$ cat src/logic/cecst_pkg.sv
// package: register map, flag layout, reset values and line timing of the cec status block
package cecst_pkg;

	// ==========================================================
	// clocking
	localparam int unsigned CLK_HZ = 100_000_000;
	localparam int unsigned FS_HZ = 32_768;
	// low-speed sample tick: one pulse every FS_DIV system clocks
	localparam int unsigned FS_DIV = CLK_HZ / FS_HZ;

	// ==========================================================
	// register offsets (byte addresses)
	localparam logic [5:0] A_TX_CONTROL = 6'h00;
	localparam logic [5:0] A_RX_STATUS = 6'h04;
	localparam logic [5:0] A_TX_STATUS = 6'h08;
	localparam logic [5:0] A_SAMPLE_SEL = 6'h0C;
	localparam logic [5:0] A_RX_CONTROL = 6'h10;
	localparam logic [5:0] A_TX_DATA = 6'h14;
	localparam logic [5:0] A_TX_CMD = 6'h18;
	localparam logic [5:0] A_RX_DATA = 6'h1C;
	localparam logic [5:0] A_RX_PEND = 6'h20;
	localparam logic [5:0] A_RX_MASK = 6'h24;
	localparam logic [5:0] A_TX_PEND = 6'h28;
	localparam logic [5:0] A_TX_MASK = 6'h2C;

	// ==========================================================
	// field positions
	localparam int unsigned TXC_BRD_BIT = 4;
	localparam int unsigned TXC_FREE_LSB = 0;
	localparam int unsigned SCS_SEL_BIT = 0;
	localparam int unsigned RXC_MIN_LSB = 0;
	localparam int unsigned RXC_MAX_LSB = 8;
	localparam int unsigned RXC_WAV_BIT = 16;
	localparam int unsigned RXC_ACK_BIT = 17;
	localparam int unsigned TXD_EOM_BIT = 8;
	localparam int unsigned TXD_FULL_BIT = 9;
	localparam int unsigned TXCMD_GO_BIT = 0;
	localparam int unsigned RXD_FULL_BIT = 10;

	// receive flags
	localparam int unsigned RX_FLAGS = 7;
	localparam int unsigned RX_WAV = 6;
	localparam int unsigned RX_OR = 5;
	localparam int unsigned RX_ACK = 4;
	localparam int unsigned RX_MIN = 3;
	localparam int unsigned RX_MAX = 2;
	localparam int unsigned RX_STA = 1;
	localparam int unsigned RX_END = 0;
	// transmit flags
	localparam int unsigned TX_FLAGS = 5;
	localparam int unsigned TX_UR = 4;
	localparam int unsigned TX_ACKE = 3;
	localparam int unsigned TX_AL = 2;
	localparam int unsigned TX_END = 1;
	localparam int unsigned TX_STA = 0;

	// ==========================================================
	// reset values
	localparam logic [3:0] TXC_FREE_RST = 4'h0;
	localparam logic [7:0] MIN_CYC_RST = 8'h43;
	localparam logic [7:0] MAX_CYC_RST = 8'h5A;

	// ==========================================================
	// line timing, in sample periods (1/fs)
	localparam logic [7:0] BIT_SAMPLES = 8'h4F;
	localparam logic [7:0] START_LOW = 8'h79;
	localparam logic [7:0] START_PERIOD = 8'h94;
	localparam logic [7:0] START_MIN = 8'h70;
	localparam logic [7:0] START_MAX = 8'h82;
	localparam logic [7:0] DATA1_LOW = 8'h14;
	localparam logic [7:0] DATA0_LOW = 8'h31;
	localparam logic [7:0] DATA_POINT = 8'h22;
	localparam logic [7:0] WAV_MAX = 8'h36;
	localparam logic [7:0] ACK_LOW = 8'h32;
	// index of the acknowledge bit within a block
	localparam logic [3:0] ACK_IDX = 4'h9;

	// transmit sequencer, gray along idle-free-low-high
	typedef enum logic [1:0] {
		CECST_IDLE = 2'b00,
		CECST_FREE = 2'b01,
		CECST_LOW = 2'b11,
		CECST_HIGH = 2'b10
	} cecst_tx_t;

endpackage : cecst_pkg

$ cat src/logic/cecst_sample_tick.sv
// sample tick generator: low-speed divider or timer output edge
`timescale 1ns/1ns
`default_nettype none
module cecst_sample_tick
	import cecst_pkg::*;
#(
	parameter int unsigned DIV = FS_DIV
)(
	input wire logic clock,
	input wire logic rst_n,
	input wire logic sample_clock_sel,
	input wire logic timer_output_clock,
	output logic tick
);

	logic [11:0] div_cnt;
	logic timer_q;

	// free-running divider, always counting so a select change needs no restart
	always_ff @(posedge clock or negedge rst_n) begin
		if (!rst_n) begin
			div_cnt <= 12'h000;
		end else if (div_cnt == 12'(DIV - 1)) begin
			div_cnt <= 12'h000;
		end else begin
			div_cnt <= div_cnt + 12'h001;
		end
	end

	// timer output is taken as synchronous; only its rising edge counts
	always_ff @(posedge clock or negedge rst_n) begin
		if (!rst_n) begin
			timer_q <= 1'b0;
			tick <= 1'b0;
		end else begin
			timer_q <= timer_output_clock;
			tick <= sample_clock_sel ? (timer_output_clock & ~timer_q)
				: (div_cnt == 12'(DIV - 1));
		end
	end

endmodule : cecst_sample_tick
`default_nettype wire

$ cat src/logic/cecst_irq_bank.sv
// flag bank: clear-on-read status, write-one-clear pending, mask and irq
`timescale 1ns/1ns
`default_nettype none
module cecst_irq_bank #(
	parameter int unsigned W = 5
)(
	input wire logic clock,
	input wire logic rst_n,
	input wire logic [W-1:0] set,
	input wire logic rd_stat,
	input wire logic wr_pend,
	input wire logic wr_mask,
	input wire logic [W-1:0] wdata,
	output logic [W-1:0] stat,
	output logic [W-1:0] pend,
	output logic [W-1:0] mask,
	output logic irq
);

	// status ignores writes; a set in the reading cycle survives the clear
	always_ff @(posedge clock or negedge rst_n) begin
		if (!rst_n) begin
			stat <= '0;
		end else begin
			stat <= (stat & ~{W{rd_stat}}) | set;
		end
	end

	// pending bits feed the irq; set wins over a write-one clear
	always_ff @(posedge clock or negedge rst_n) begin
		if (!rst_n) begin
			pend <= '0;
		end else begin
			pend <= (pend & ~(wr_pend ? wdata : {W{1'b0}})) | set;
		end
	end

	// mask resets open so every event raises the request by default
	always_ff @(posedge clock or negedge rst_n) begin
		if (!rst_n) begin
			mask <= '1;
		end else if (wr_mask) begin
			mask <= wdata;
		end
	end

	assign irq = |(pend & mask);

endmodule : cecst_irq_bank
`default_nettype wire

$ cat src/logic/cecst_top.sv
// cec status and transmit control: registers, line monitor, rx and tx engines
`timescale 1ns/1ns
`default_nettype none
// Operation
// - broadcast select set means the frame goes out as a broadcast
// - bus free field n asks for n+1 idle bit cycles, 1 to 16
// - transmission starts only after the line stayed idle that long
// - waveform error flag bit 6, only while waveform checking is enabled
// - overrun flag bit 5 when a byte lands on an unread one
// - ack collision flag bit 4 if line still low after our ack
// - minimum cycle flag bit 3 when a bit period is too short
// - maximum cycle flag bit 2 when a bit period is too long
// - start bit flag bit 1 on each recognised start bit
// - byte done flag bit 0 when a received byte completes
// - status registers are read only, upper bits read zero
// - underrun flag bit 4 when no next byte is ready in time
// - ack error flag bit 3 on missing zero, or missing broadcast one
// - arbitration lost flag bit 2 on low seen while releasing
// - transmit done flag bit 1 after the end-of-message byte
// - transmit start flag bit 0 when each byte starts
// - sample clock select 0 uses low-speed clock, 1 timer output
module cecst_top
	import cecst_pkg::*;
(
	input wire logic clock,
	input wire logic rst_n,
	input wire logic [5:0] addr,
	input wire logic [31:0] wdata,
	input wire logic wr_en,
	input wire logic rd_en,
	output logic [31:0] rdata,
	input wire logic timer_output_clock,
	input wire logic cec_in,
	output logic cec_out,
	output logic cec_oe_n,
	output logic rx_irq,
	output logic tx_irq
);

	// ==========================================================
	// helpers
	function automatic logic hit(input logic [5:0] a, input logic [5:0] off);
		return a == off;
	endfunction : hit

	// idle time asked for, in samples
	function automatic logic [10:0] free_need(input logic [3:0] n);
		return 11'({7'h00, n} + 11'h001) * 11'({3'h0, BIT_SAMPLES});
	endfunction : free_need

	// ==========================================================
	// declarations
	logic broadcast_tx_sel;
	logic [3:0] bus_free_time;
	logic sample_clock_sel;
	logic wav_en;
	logic ack_en;
	logic [7:0] min_cyc;
	logic [7:0] max_cyc;
	logic [8:0] tx_buf;
	logic tx_full;
	logic [9:0] rx_buf;
	logic rx_full;
	logic tick;
	logic line_q;
	logic [7:0] low_cnt;
	logic [7:0] per_cnt;
	logic [10:0] high_cnt;
	logic fall;
	logic rise;
	cecst_tx_t st;
	logic [7:0] tcnt;
	logic [7:0] tnext;
	logic [9:0] tx_sh;
	logic [3:0] tx_bit;
	logic tx_start;
	logic tx_eom;
	logic [4:0] tx_ev;
	logic free_ok;
	logic bit_end;
	logic byte_end;
	logic tx_take;
	logic tx_go;
	logic [7:0] low_len;
	logic [7:0] period;
	logic rx_on;
	logic rx_act;
	logic rx_have;
	logic [3:0] rx_bit;
	logic [9:0] rx_sh;
	logic rx_store;
	logic [6:0] rx_ev;
	logic ack_drv;
	logic ack_chk;
	logic [7:0] ack_cnt;
	logic [6:0] rx_stat;
	logic [6:0] rx_pend;
	logic [6:0] rx_mask;
	logic [4:0] tx_stat;
	logic [4:0] tx_pend;
	logic [4:0] tx_mask;

	// ==========================================================
	// control registers
	always_ff @(posedge clock or negedge rst_n) begin
		if (!rst_n) begin
			broadcast_tx_sel <= 1'b0;
			bus_free_time <= TXC_FREE_RST;
			sample_clock_sel <= 1'b0;
			wav_en <= 1'b0;
			ack_en <= 1'b0;
			min_cyc <= MIN_CYC_RST;
			max_cyc <= MAX_CYC_RST;
		end else if (wr_en) begin
			if (hit(addr, A_TX_CONTROL)) begin
				broadcast_tx_sel <= wdata[TXC_BRD_BIT];
				bus_free_time <= wdata[TXC_FREE_LSB +: 4];
			end
			if (hit(addr, A_SAMPLE_SEL)) begin
				sample_clock_sel <= wdata[SCS_SEL_BIT];
			end
			if (hit(addr, A_RX_CONTROL)) begin
				min_cyc <= wdata[RXC_MIN_LSB +: 8];
				max_cyc <= wdata[RXC_MAX_LSB +: 8];
				wav_en <= wdata[RXC_WAV_BIT];
				ack_en <= wdata[RXC_ACK_BIT];
			end
		end
	end

	// transmit holding buffer; a write in the taking cycle refills it
	always_ff @(posedge clock or negedge rst_n) begin
		if (!rst_n) begin
			tx_buf <= 9'h000;
			tx_full <= 1'b0;
		end else if (wr_en && hit(addr, A_TX_DATA)) begin
			tx_buf <= wdata[8:0];
			tx_full <= 1'b1;
		end else if (tx_take) begin
			tx_full <= 1'b0;
		end
	end

	// receive buffer; a new byte in the reading cycle keeps it full
	always_ff @(posedge clock or negedge rst_n) begin
		if (!rst_n) begin
			rx_buf <= 10'h000;
			rx_full <= 1'b0;
		end else if (rx_store) begin
			rx_buf <= rx_sh;
			rx_full <= 1'b1;
		end else if (rd_en && hit(addr, A_RX_DATA)) begin
			rx_full <= 1'b0;
		end
	end

	// ==========================================================
	// sample clock and line monitor
	cecst_sample_tick #(
		.DIV(FS_DIV)
	) u_tick (
		.clock(clock),
		.rst_n(rst_n),
		.sample_clock_sel(sample_clock_sel),
		.timer_output_clock(timer_output_clock),
		.tick(tick)
	);

	assign fall = tick & line_q & ~cec_in;
	assign rise = tick & ~line_q & cec_in;

	// counters read before update give the length just ended
	always_ff @(posedge clock or negedge rst_n) begin
		if (!rst_n) begin
			line_q <= 1'b1;
			low_cnt <= 8'h00;
			per_cnt <= 8'h00;
			high_cnt <= 11'h000;
		end else if (tick) begin
			line_q <= cec_in;
			if (fall) begin
				low_cnt <= 8'h01;
				per_cnt <= 8'h01;
			end else begin
				if (!cec_in && low_cnt != 8'hFF) low_cnt <= low_cnt + 8'h01;
				if (per_cnt != 8'hFF) per_cnt <= per_cnt + 8'h01;
			end
			if (!cec_in) begin
				high_cnt <= 11'h000;
			end else if (high_cnt != 11'h7FF) begin
				high_cnt <= high_cnt + 11'h001;
			end
		end
	end

	// ==========================================================
	// transmit sequencer
	assign tnext = tcnt + 8'h01;
	assign tx_go = wr_en && hit(addr, A_TX_CMD) && wdata[TXCMD_GO_BIT] && (st == CECST_IDLE);
	assign free_ok = tick && (st == CECST_FREE) && (high_cnt >= free_need(bus_free_time));
	assign bit_end = tick && (st == CECST_HIGH) && (tnext >= period);
	assign byte_end = bit_end && !tx_start && (tx_bit == ACK_IDX);
	assign tx_take = tx_full && (free_ok || (byte_end && !tx_eom));
	// ack bit goes out as a one so receivers can pull it low
	assign low_len = tx_start ? START_LOW : (tx_sh[9] ? DATA1_LOW : DATA0_LOW);
	assign period = tx_start ? START_PERIOD : BIT_SAMPLES;

	always_ff @(posedge clock or negedge rst_n) begin
		if (!rst_n) begin
			st <= CECST_IDLE;
			tcnt <= 8'h00;
			tx_sh <= 10'h000;
			tx_bit <= 4'h0;
			tx_start <= 1'b0;
			tx_eom <= 1'b0;
			tx_ev <= 5'h00;
		end else begin
			tx_ev <= 5'h00;
			case (st)
				CECST_IDLE: begin
					if (tx_go) st <= CECST_FREE;
				end
				CECST_FREE: begin
					if (free_ok && tx_full) begin
						st <= CECST_LOW;
						tcnt <= 8'h00;
						tx_start <= 1'b1;
						tx_sh <= {tx_buf[7:0], tx_buf[TXD_EOM_BIT], 1'b1};
						tx_eom <= tx_buf[TXD_EOM_BIT];
						tx_bit <= 4'h0;
						tx_ev[TX_STA] <= 1'b1;
					end else if (free_ok) begin
						st <= CECST_IDLE;
						tx_ev[TX_UR] <= 1'b1;
					end
				end
				CECST_LOW: begin
					if (tick) begin
						tcnt <= tnext;
						if (tnext >= low_len) st <= CECST_HIGH;
					end
				end
				CECST_HIGH: begin
					if (tick && !cec_in && (tx_start || tx_bit != ACK_IDX)) begin
						st <= CECST_IDLE;
						tx_ev[TX_AL] <= 1'b1;
					end else if (tick && !tx_start && tx_bit == ACK_IDX && tnext == DATA_POINT
						&& (broadcast_tx_sel ? !cec_in : cec_in)) begin
						st <= CECST_IDLE;
						tx_ev[TX_ACKE] <= 1'b1;
					end else if (byte_end) begin
						tcnt <= 8'h00;
						if (tx_eom) begin
							st <= CECST_IDLE;
							tx_ev[TX_END] <= 1'b1;
						end else if (tx_full) begin
							st <= CECST_LOW;
							tx_sh <= {tx_buf[7:0], tx_buf[TXD_EOM_BIT], 1'b1};
							tx_eom <= tx_buf[TXD_EOM_BIT];
							tx_bit <= 4'h0;
							tx_ev[TX_STA] <= 1'b1;
						end else begin
							st <= CECST_IDLE;
							tx_ev[TX_UR] <= 1'b1;
						end
					end else if (bit_end) begin
						tcnt <= 8'h00;
						st <= CECST_LOW;
						if (tx_start) begin
							tx_start <= 1'b0;
						end else begin
							tx_bit <= tx_bit + 4'h1;
							tx_sh <= {tx_sh[8:0], 1'b0};
						end
					end else if (tick) begin
						tcnt <= tnext;
					end
				end
				default: st <= CECST_IDLE;
			endcase
		end
	end

	// ==========================================================
	// receive engine; own frames are not received back
	assign rx_on = (st == CECST_IDLE) || (st == CECST_FREE);

	always_ff @(posedge clock or negedge rst_n) begin
		if (!rst_n) begin
			rx_act <= 1'b0;
			rx_have <= 1'b0;
			rx_bit <= 4'h0;
			rx_sh <= 10'h000;
			rx_store <= 1'b0;
			rx_ev <= 7'h00;
			ack_drv <= 1'b0;
			ack_chk <= 1'b0;
			ack_cnt <= 8'h00;
		end else begin
			rx_ev <= 7'h00;
			rx_store <= 1'b0;
			if (tick && rx_on) begin
				ack_chk <= 1'b0;
				// line must be back high one sample after our ack ends
				if (ack_chk && !cec_in) rx_ev[RX_ACK] <= 1'b1;
				if (ack_drv) begin
					if (ack_cnt == ACK_LOW) begin
						ack_drv <= 1'b0;
						ack_chk <= 1'b1;
					end else begin
						ack_cnt <= ack_cnt + 8'h01;
					end
				end else if (fall && rx_act && rx_bit == ACK_IDX && ack_en) begin
					ack_drv <= 1'b1;
					ack_cnt <= 8'h01;
				end
				if (rise && low_cnt >= START_MIN && low_cnt <= START_MAX) begin
					rx_act <= 1'b1;
					rx_have <= 1'b0;
					rx_bit <= 4'h0;
					rx_ev[RX_STA] <= 1'b1;
				end else if (rise && rx_act) begin
					if (wav_en && low_cnt > WAV_MAX) begin
						rx_act <= 1'b0;
						rx_ev[RX_WAV] <= 1'b1;
					end else begin
						rx_sh <= {rx_sh[8:0], (low_cnt < DATA_POINT)};
						rx_have <= 1'b1;
						if (rx_bit == ACK_IDX) begin
							rx_store <= 1'b1;
							rx_ev[RX_END] <= 1'b1;
							rx_ev[RX_OR] <= rx_full;
							rx_bit <= 4'h0;
							if (rx_sh[0]) rx_act <= 1'b0;
						end else begin
							rx_bit <= rx_bit + 4'h1;
						end
					end
				end else if (fall && rx_act && rx_have && per_cnt < min_cyc) begin
					rx_act <= 1'b0;
					rx_ev[RX_MIN] <= 1'b1;
				end else if (rx_act && rx_have && per_cnt > max_cyc) begin
					rx_act <= 1'b0;
					rx_ev[RX_MAX] <= 1'b1;
				end
			end
		end
	end

	// open-drain line: only ever pulls low
	assign cec_out = 1'b0;
	assign cec_oe_n = ~((st == CECST_LOW) | ack_drv);

	// ==========================================================
	// flag banks and interrupts
	cecst_irq_bank #(
		.W(RX_FLAGS)
	) u_rx_bank (
		.clock(clock),
		.rst_n(rst_n),
		.set(rx_ev),
		.rd_stat(rd_en && hit(addr, A_RX_STATUS)),
		.wr_pend(wr_en && hit(addr, A_RX_PEND)),
		.wr_mask(wr_en && hit(addr, A_RX_MASK)),
		.wdata(wdata[6:0]),
		.stat(rx_stat),
		.pend(rx_pend),
		.mask(rx_mask),
		.irq(rx_irq)
	);

	cecst_irq_bank #(
		.W(TX_FLAGS)
	) u_tx_bank (
		.clock(clock),
		.rst_n(rst_n),
		.set(tx_ev),
		.rd_stat(rd_en && hit(addr, A_TX_STATUS)),
		.wr_pend(wr_en && hit(addr, A_TX_PEND)),
		.wr_mask(wr_en && hit(addr, A_TX_MASK)),
		.wdata(wdata[4:0]),
		.stat(tx_stat),
		.pend(tx_pend),
		.mask(tx_mask),
		.irq(tx_irq)
	);

	// ==========================================================
	// read data, one cycle after the strobe; unmapped reads zero
	always_ff @(posedge clock or negedge rst_n) begin
		if (!rst_n) begin
			rdata <= 32'h0000_0000;
		end else begin
			rdata <= 32'h0000_0000;
			if (rd_en) begin
				case (addr)
					A_TX_CONTROL: begin
						rdata[TXC_BRD_BIT] <= broadcast_tx_sel;
						rdata[TXC_FREE_LSB +: 4] <= bus_free_time;
					end
					A_RX_STATUS: rdata[6:0] <= rx_stat;
					A_TX_STATUS: rdata[4:0] <= tx_stat;
					A_SAMPLE_SEL: rdata[SCS_SEL_BIT] <= sample_clock_sel;
					A_RX_CONTROL: begin
						rdata[RXC_MIN_LSB +: 8] <= min_cyc;
						rdata[RXC_MAX_LSB +: 8] <= max_cyc;
						rdata[RXC_WAV_BIT] <= wav_en;
						rdata[RXC_ACK_BIT] <= ack_en;
					end
					A_TX_DATA: begin
						rdata[8:0] <= tx_buf;
						rdata[TXD_FULL_BIT] <= tx_full;
					end
					A_TX_CMD: rdata[TXCMD_GO_BIT] <= (st != CECST_IDLE);
					A_RX_DATA: begin
						rdata[9:0] <= rx_buf;
						rdata[RXD_FULL_BIT] <= rx_full;
					end
					A_RX_PEND: rdata[6:0] <= rx_pend;
					A_RX_MASK: rdata[6:0] <= rx_mask;
					A_TX_PEND: rdata[4:0] <= tx_pend;
					A_TX_MASK: rdata[4:0] <= tx_mask;
					default: rdata <= 32'h0000_0000;
				endcase
			end
		end
	end

endmodule : cecst_top
`default_nettype wire

$ cat config.mk
export PLATFORM = sky130hd
export DESIGN_NAME = cecst_top
export DESIGN_NICKNAME = d
export VERILOG_FILES = /design/src/logic/cecst_pkg.sv /design/src/logic/cecst_sample_tick.sv /design/src/logic/cecst_irq_bank.sv /design/src/logic/cecst_top.sv
export SDC_FILE = /design/constraint.sdc
export NUM_CORES = 1
export LEC_CHECK = 0
export BUFFER_PORTS_ARGS = -buffer_cell sky130_fd_sc_hd__buf_2
export CAP_MARGIN = 20
export CORE_ASPECT_RATIO = 0.6
export CORE_MARGIN = 2
export CORE_UTILIZATION = 45
export CTS_CLUSTER_SIZE = 30
export DETAILED_ROUTE_END_ITERATION = 8
export PLACE_DENSITY = 0.65
export REMOVE_ABC_BUFFERS = 1
export SYNTH_ARGS = -nofsm -noshare
export SYNTH_HDL_FRONTEND = slang
export SYNTH_HIERARCHICAL = 1
export SYNTH_SLANG_ARGS = --single-unit
$ cat constraint.sdc
create_clock -name clock -period 6.4 [get_ports clock]
set_input_delay 0 -clock clock [delete_from_list [all_inputs] [get_ports clock]]
set_output_delay 0 -clock clock [all_outputs]
set_load 0.02 [all_outputs]
Yosys cells after proc, flatten, opt, wreduce, memory -nomap -nowiden
Cells that the tools add are included.

$lt $le $gt $ge: 9. Multiply operators: 1. Mux-type cells: 134. Reduce and logical (&&, ||, !) cells: 75. Add/sub/neg operators: 9. Equality and inequality tests: 43. Bitwise gates (word level): 26.

Operators with widths (count): $mux 8 (14); $mux 10 (8); $mux 1 (57); $mux 4 (12); $logic_and 1x1->1 (40); $pmux 4 s10 (1); $mux 2 (19); $add 8x1->8 const B (4); $mux 7 (4); $eq 6x5->1 const B (4); $eq 6x6->1 const B (4); $pmux 8 s3 (1); $mux 11 (2); $and 7x7->7 (3); $ne 2x2->1 const B (10); $pmux 10 s2 (1); $mux 18 (1); $eq 8x6->1 const B (2); $ne 8x8->1 const B (2); $reduce_bool 2->1 (8); $and 5x5->5 (3); $ne 3x3->1 const B (5); $not 7->7 (2); $or 7x7->7 (2); 54 further kinds (88).

Register bits after elaboration: 220. Word-level logic and storage cells: 338. Input port bits: 44. Output and inout port bits: 36.

Longest topological paths before layout
Depth after elaboration: 10. Mapped depth: 23. Gate-level depth less buffers: 22.

By module
Netlist, hierarchy kept.

Modules (own cells, without submodules): cecst_top (times used 1, area each 9454.1 µm², cells an instance 930, seq. area each 3888.7 µm²); cecst_irq_bank (u_rx_bank) (times used 1, area each 815.8 µm², cells an instance 55, seq. area each 534.3 µm²); cecst_sample_tick (times used 1, area each 705.7 µm², cells an instance 65, seq. area each 350.3 µm²); cecst_irq_bank (u_tx_bank) (times used 1, area each 556.8 µm², cells an instance 39, seq. area each 381.6 µm²).

Worst setup path before layout
OpenSTA, ideal clock, no wires.

Path type: register to register. Start: reg bus_free_time[1]. End: reg tx_sh[4]. Data required time: 6.275 ns. Clock period less this slack: 5.447 ns. Path buffers: 1. Stages on the path, launching flop included: 23. Slack: 0.953 ns. Data arrival time: 5.322 ns. Library setup time: 0.125 ns. Cells stage by stage: dfrtp_1 ha_1 xnor2_1 inv_1 ha_1 ha_1 fa_1 ha_1 a31o_2 a21oi_1 o21bai_1 a21oi_1 nor2_1 a211oi_1 xnor2_1 ha_1 a21o_1 a2111oi_2 a31oi_1 nand2_1 a221oi_4 buf_8 mux2_4.

Longest elaborated chain between the ends: 7.

RTL lines: start, declared (RTL line cecst_top.sv:54) `logic [3:0] bus_free_time;`; start signal, assigned (RTL line cecst_top.sv:117) `bus_free_time <= wdata[TXC_FREE_LSB +: 4];`; $add 4x1->5 (RTL line cecst_top.sv:48) `return 11'({7'h00, n} + 11'h001) * 11'({3'h0, BIT_SAMPLES});`; $mul 5x7->11 (RTL line cecst_top.sv:48); $ge 11x11->1 (RTL line cecst_top.sv:200) `assign free_ok = tick && (st == CECST_FREE) && (high_cnt >= free_need(bus_free_time));`; $logic_and 1x1->1 (RTL line cecst_top.sv:200); $logic_and 1x1->1 (RTL line cecst_top.sv:224) `if (free_ok && tx_full) begin`; $ne 2x2->1 (no source line); $reduce_and 8->1 (no source line); end signal, assigned (RTL line cecst_top.sv:228) `tx_sh <= {tx_buf[7:0], tx_buf[TXD_EOM_BIT], 1'b1};`; end signal, assigned (RTL line cecst_top.sv:258) `tx_sh <= {tx_buf[7:0], tx_buf[TXD_EOM_BIT], 1'b1};`; end signal, assigned (RTL line cecst_top.sv:273) `tx_sh <= {tx_sh[8:0], 1'b0};`; end, declared (RTL line cecst_top.sv:74) `logic [9:0] tx_sh;`.

Every way passes these cells. A chain may end at the register's enable or synchronous reset.

Worst setup path after layout
Start: reg bus_free_time[1]. End: reg tx_sh[6].

Same word-level chain as after synthesis.

==> results.md <==
- Status: finished clean
- Seq. cell area: 5150 um^2
- Root Buffer: clkbuf_16
- Largest net degree at the start of global routing: 80
- Capturing point of the worst reg2reg path: tx_sh[6]
- Initial Util: 45.7%
- R2R depth: 21
- CP Launch Point: bus_free_time[1]
- Later-pin clock latency in the skew report: 0.52 ns
- Tmin final: 5.91 ns
- Inserted Diodes: 0
- Antenna Nets Post-Route: 0
- Routed vias/inst: 5.74
- CTS Buf Count: 22
- Post-synth EDFFs: 0
- Area of the multi-input gates: 5980 um^2
- Setup violations, final: 0
- Area after DPL: 12000 um^2
- Hpwl dp: 20500 um
- Highest routed layer: met4
- Setup TNS Final: 0 ns
- Worst vdd ir: 0.156 mV
- DRT Pass-1 Iters: 5
- End point of the critical path: tx_sh[6]
- Die width: 211 um
- Netlist cell types: between 80 and 90
- Number of remaining DRC errors: 0
- Max clock buf depth: 3
- Synth warnings: 6
- Fin. max-slew vios: 0
- Initial drt markers: 792
- Site Rows: 45
- Mapped cell area: around 12000 um^2
- RSZ-0062 raised after global routing: no
- Final Routed Wirelength: 28700 um
- Core area: 25200 um^2
- Clock transition at the registers of the reported paths: 0.06 ns
- Worst slew pin tran: approximately 1.1 ns
- Layout cell share with drive strength beyond 1: between 10% and 20%
- WL met2: 11200 um
- Clock Skew: around 0.017 ns
- Worst Setup End Kind: register
- Post-route cell area: 13100 um^2
- Vias in the first global route: 8314
- Highest clock rate: 169 MHz
- Synth async-reset ratio: 100%
- Metal-1 WL: 15200 um
- Utilization after layout: 52.0%
- Nets: 1282
- Top_reg_cell synth: dfrtp_1
- Placed insts: 1433
- Slew headroom: roughly 21%
- Highest fanout seen on the critical path: 14
- TritonCTS Sinks: 205
- Global-route wire length before repair: between 40000 and 50000 um
- Syn avg cell area: 10.6 um^2
- Initial antenna violation count: 0
- Worst setup SP type: register
- Non-Filler Instances: 1504
- Grt ovf: 0
- Data arrival time of the worst path: around 6.3 ns
- Worst hold path class: in -> async
- # fillers: approximately 2200
- Crit Path Class: reg -> reg
- Final-report hold violation count: 0
- Number of synthesized register bits: between 200 and 250
- WL per Instance: 19.1 um
- H-tree levels: 1
- P_leak: 0.00633 uW
- PwrDens: 295 nW/um^2
- GRT Total Usage: 21.9%
- Area Growth Syn to Fin: 13.8%
- Reg2reg setup slack: ~0.49 ns
- Sequential-to-total area share from yosys stat: 44.7%
- Via Count: 8639
- Fin crit share: a little over 90%
- Max Cap Violations: 0
- IO buf count: 50
- Final GP Congestion: just over 0.9
- Metal3 WL: 2030 um
- CTS tree: yes
- Mapped Cells: between 1000 and 1500
- Top-Level Pins: 80
- DIE AREA: 27000 um^2
- RR Startpoint: bus_free_time[1]
- CP required: 6.80 ns
- Die height: 128 um
==> metrics by stage <==
| step | total power (uW) | hold slack, ns | worst slack (ns) |
|---|---|---|---|
| 6_report | 3870 | 0.0235 | 0.485 |
| 5_1_grt | 4100 | 0.0474 | 0.0270 |
| 4_1_cts | 3850 | 0.0314 | 0.0482 |
| 3_5_place_dp | 2520 | 0.0304 | 0.0469 |
| 3_3_place_gp | 2490 | 0.0328 | 0.278 |
| 2_1_floorplan | 2220 | -0.296 | 0.859 |
==> worst min path at each step <==
stage                from          to  slack [ns]  cells past startpoint
floorplan           rst_n     ack_chk       -0.30                      0
global placement    rst_n  ack_cnt[0]        0.03                      1
detailed placement  rst_n  ack_cnt[2]        0.03                      1
CTS                 rst_n  ack_cnt[2]        0.03                      2
global route        rst_n  ack_cnt[2]        0.05                      2
finish              rst_n  ack_cnt[2]        0.02                      2
==> report_power, final <==
group          internal, uW  total (uW)  switching, uW  leakage (uW)
clock network           760        1300            541      0.000371
logic                   446         993            547       0.00327
registers              1430        1580            145       0.00269
total                  2640        3870           1230       0.00633
==> state kept, by name (all words and copies together) (netlist names), 5 cells and up <==
register / cells
u_rx_bank/pend: 7
tx_buf: 9
tcnt: 8
rdata: 18
tx_ev: 5
rx_ev: 6
max_cyc: 8
u_tick/div_cnt: 12
tx_sh: 10
u_tx_bank/stat: 5
u_tx_bank/pend: 5
min_cyc: 8
rx_sh: 10
rx_buf: 10
u_rx_bank/mask: 7
low_cnt: 8
high_cnt: 11
ack_cnt: 8
u_rx_bank/stat: 7
u_tx_bank/mask: 5
per_cnt: 8
==> placed cells by master (no fill, tap or decap), types with 7 or more instances in the layout <==
cell type / netlist / final
dfrtp_1: 185 / 185
nand2_1: 80 / 80
ha_1: 75 / 75
mux2_2: 73 / 73
nor2_1: 71 / 71
inv_1: 57 / 57
o21ai_0: 52 / 52
buf_2: 7 / 49
a21o_1: 40 / 40
nand3_1: 36 / 36
a21oi_1: 32 / 31
dlygate4sd3_1: 0 / 27
clkbuf_16: 0 / 23
and3_1: 22 / 22
dfstp_2: 20 / 20
xor2_1: 19 / 19
a22oi_1: 18 / 18
nor3_1: 17 / 17
nand4_1: 16 / 16
conb_1: 1 / 15
xnor2_1: 16 / 14
nor2b_1: 14 / 14
and2_1: 14 / 14
mux2_4: 14 / 14
a31oi_1: 12 / 11
or3_1: 11 / 11
o31ai_1: 10 / 10
nand2b_1: 9 / 9
a211oi_1: 7 / 7
==> metal layers <==
layer | track usage [%] | vias up
met5 | 0 | -
met4 | 3.56 | 0
met3 | 3.63 | 25
met2 | 29.8 | 274
met1 | 36.1 | 4293
li1 | - | 4047
==> Yosys cell counts (18+ instances only) <==
master,n,area share (%)
a21o_1,40,2.6
a21oi_1,32,1.4
a22oi_1,18,1.2
and3_1,22,1.2
clkbuf_1,24,0.78
dfrtp_1,185,40
dfstp_2,20,4.6
ha_1,75,8.1
inv_1,57,1.9
mux2_2,73,7.1
nand2_1,80,2.6
nand3_1,36,1.6
nor2_1,71,2.3
o21ai_0,52,2.3
xor2_1,19,1.4
==> layout make-up <==
cell class,instances,share of cell area (%)
multi-input combinational,788,45.5
sequential,205,39.3
clock buffer,31,5.00
timing repair buffer,85,4.77
tap,329,3.14
inverter,57,1.63
clock inverter,9,0.639
==> logic make-up after synthesis <==
group	Yosys count	share of synthesized area, %
AO/OA/AOI/OAI	236	14.6
XOR/XNOR	35	2.66
adder cells (fa/ha/maj)	79	8.83
buffers and inverters	110	4.47
flip-flops	205	44.7
multiplexers	99	10.3
other	1	0.0325
AND/OR/NAND/NOR	324	14.4
==> critical path: stages, from the launching register on <==
cell and delay (ns):
dfrtp_1 0.44, ha_1 0.25, and3_1 0.27, fa_1 0.57, inv_1 0.08, fa_1 0.46, ha_1 0.30, ha_1 0.32
a21oi_1 0.23, o21bai_1 0.15, a21oi_2 0.23, nor2_1 0.07, a211oi_1 0.28, xnor2_1 0.19, ha_1 0.28, a21o_1 0.21
a2111oi_4 0.48, a31oi_2 0.19, nand2_1 0.26, a221oi_4 0.06, buf_12 0.17, mux2_4 0.29
==> timing repair <==
action	CTS	global route
gates resized for setup	0	8
setup buffers	0	2
hold buffers	27	0
endpoints found under the setup margin	0	23
hold endpoints to repair	135	0
No activity file was read; power rests on OpenSTA's default activity.
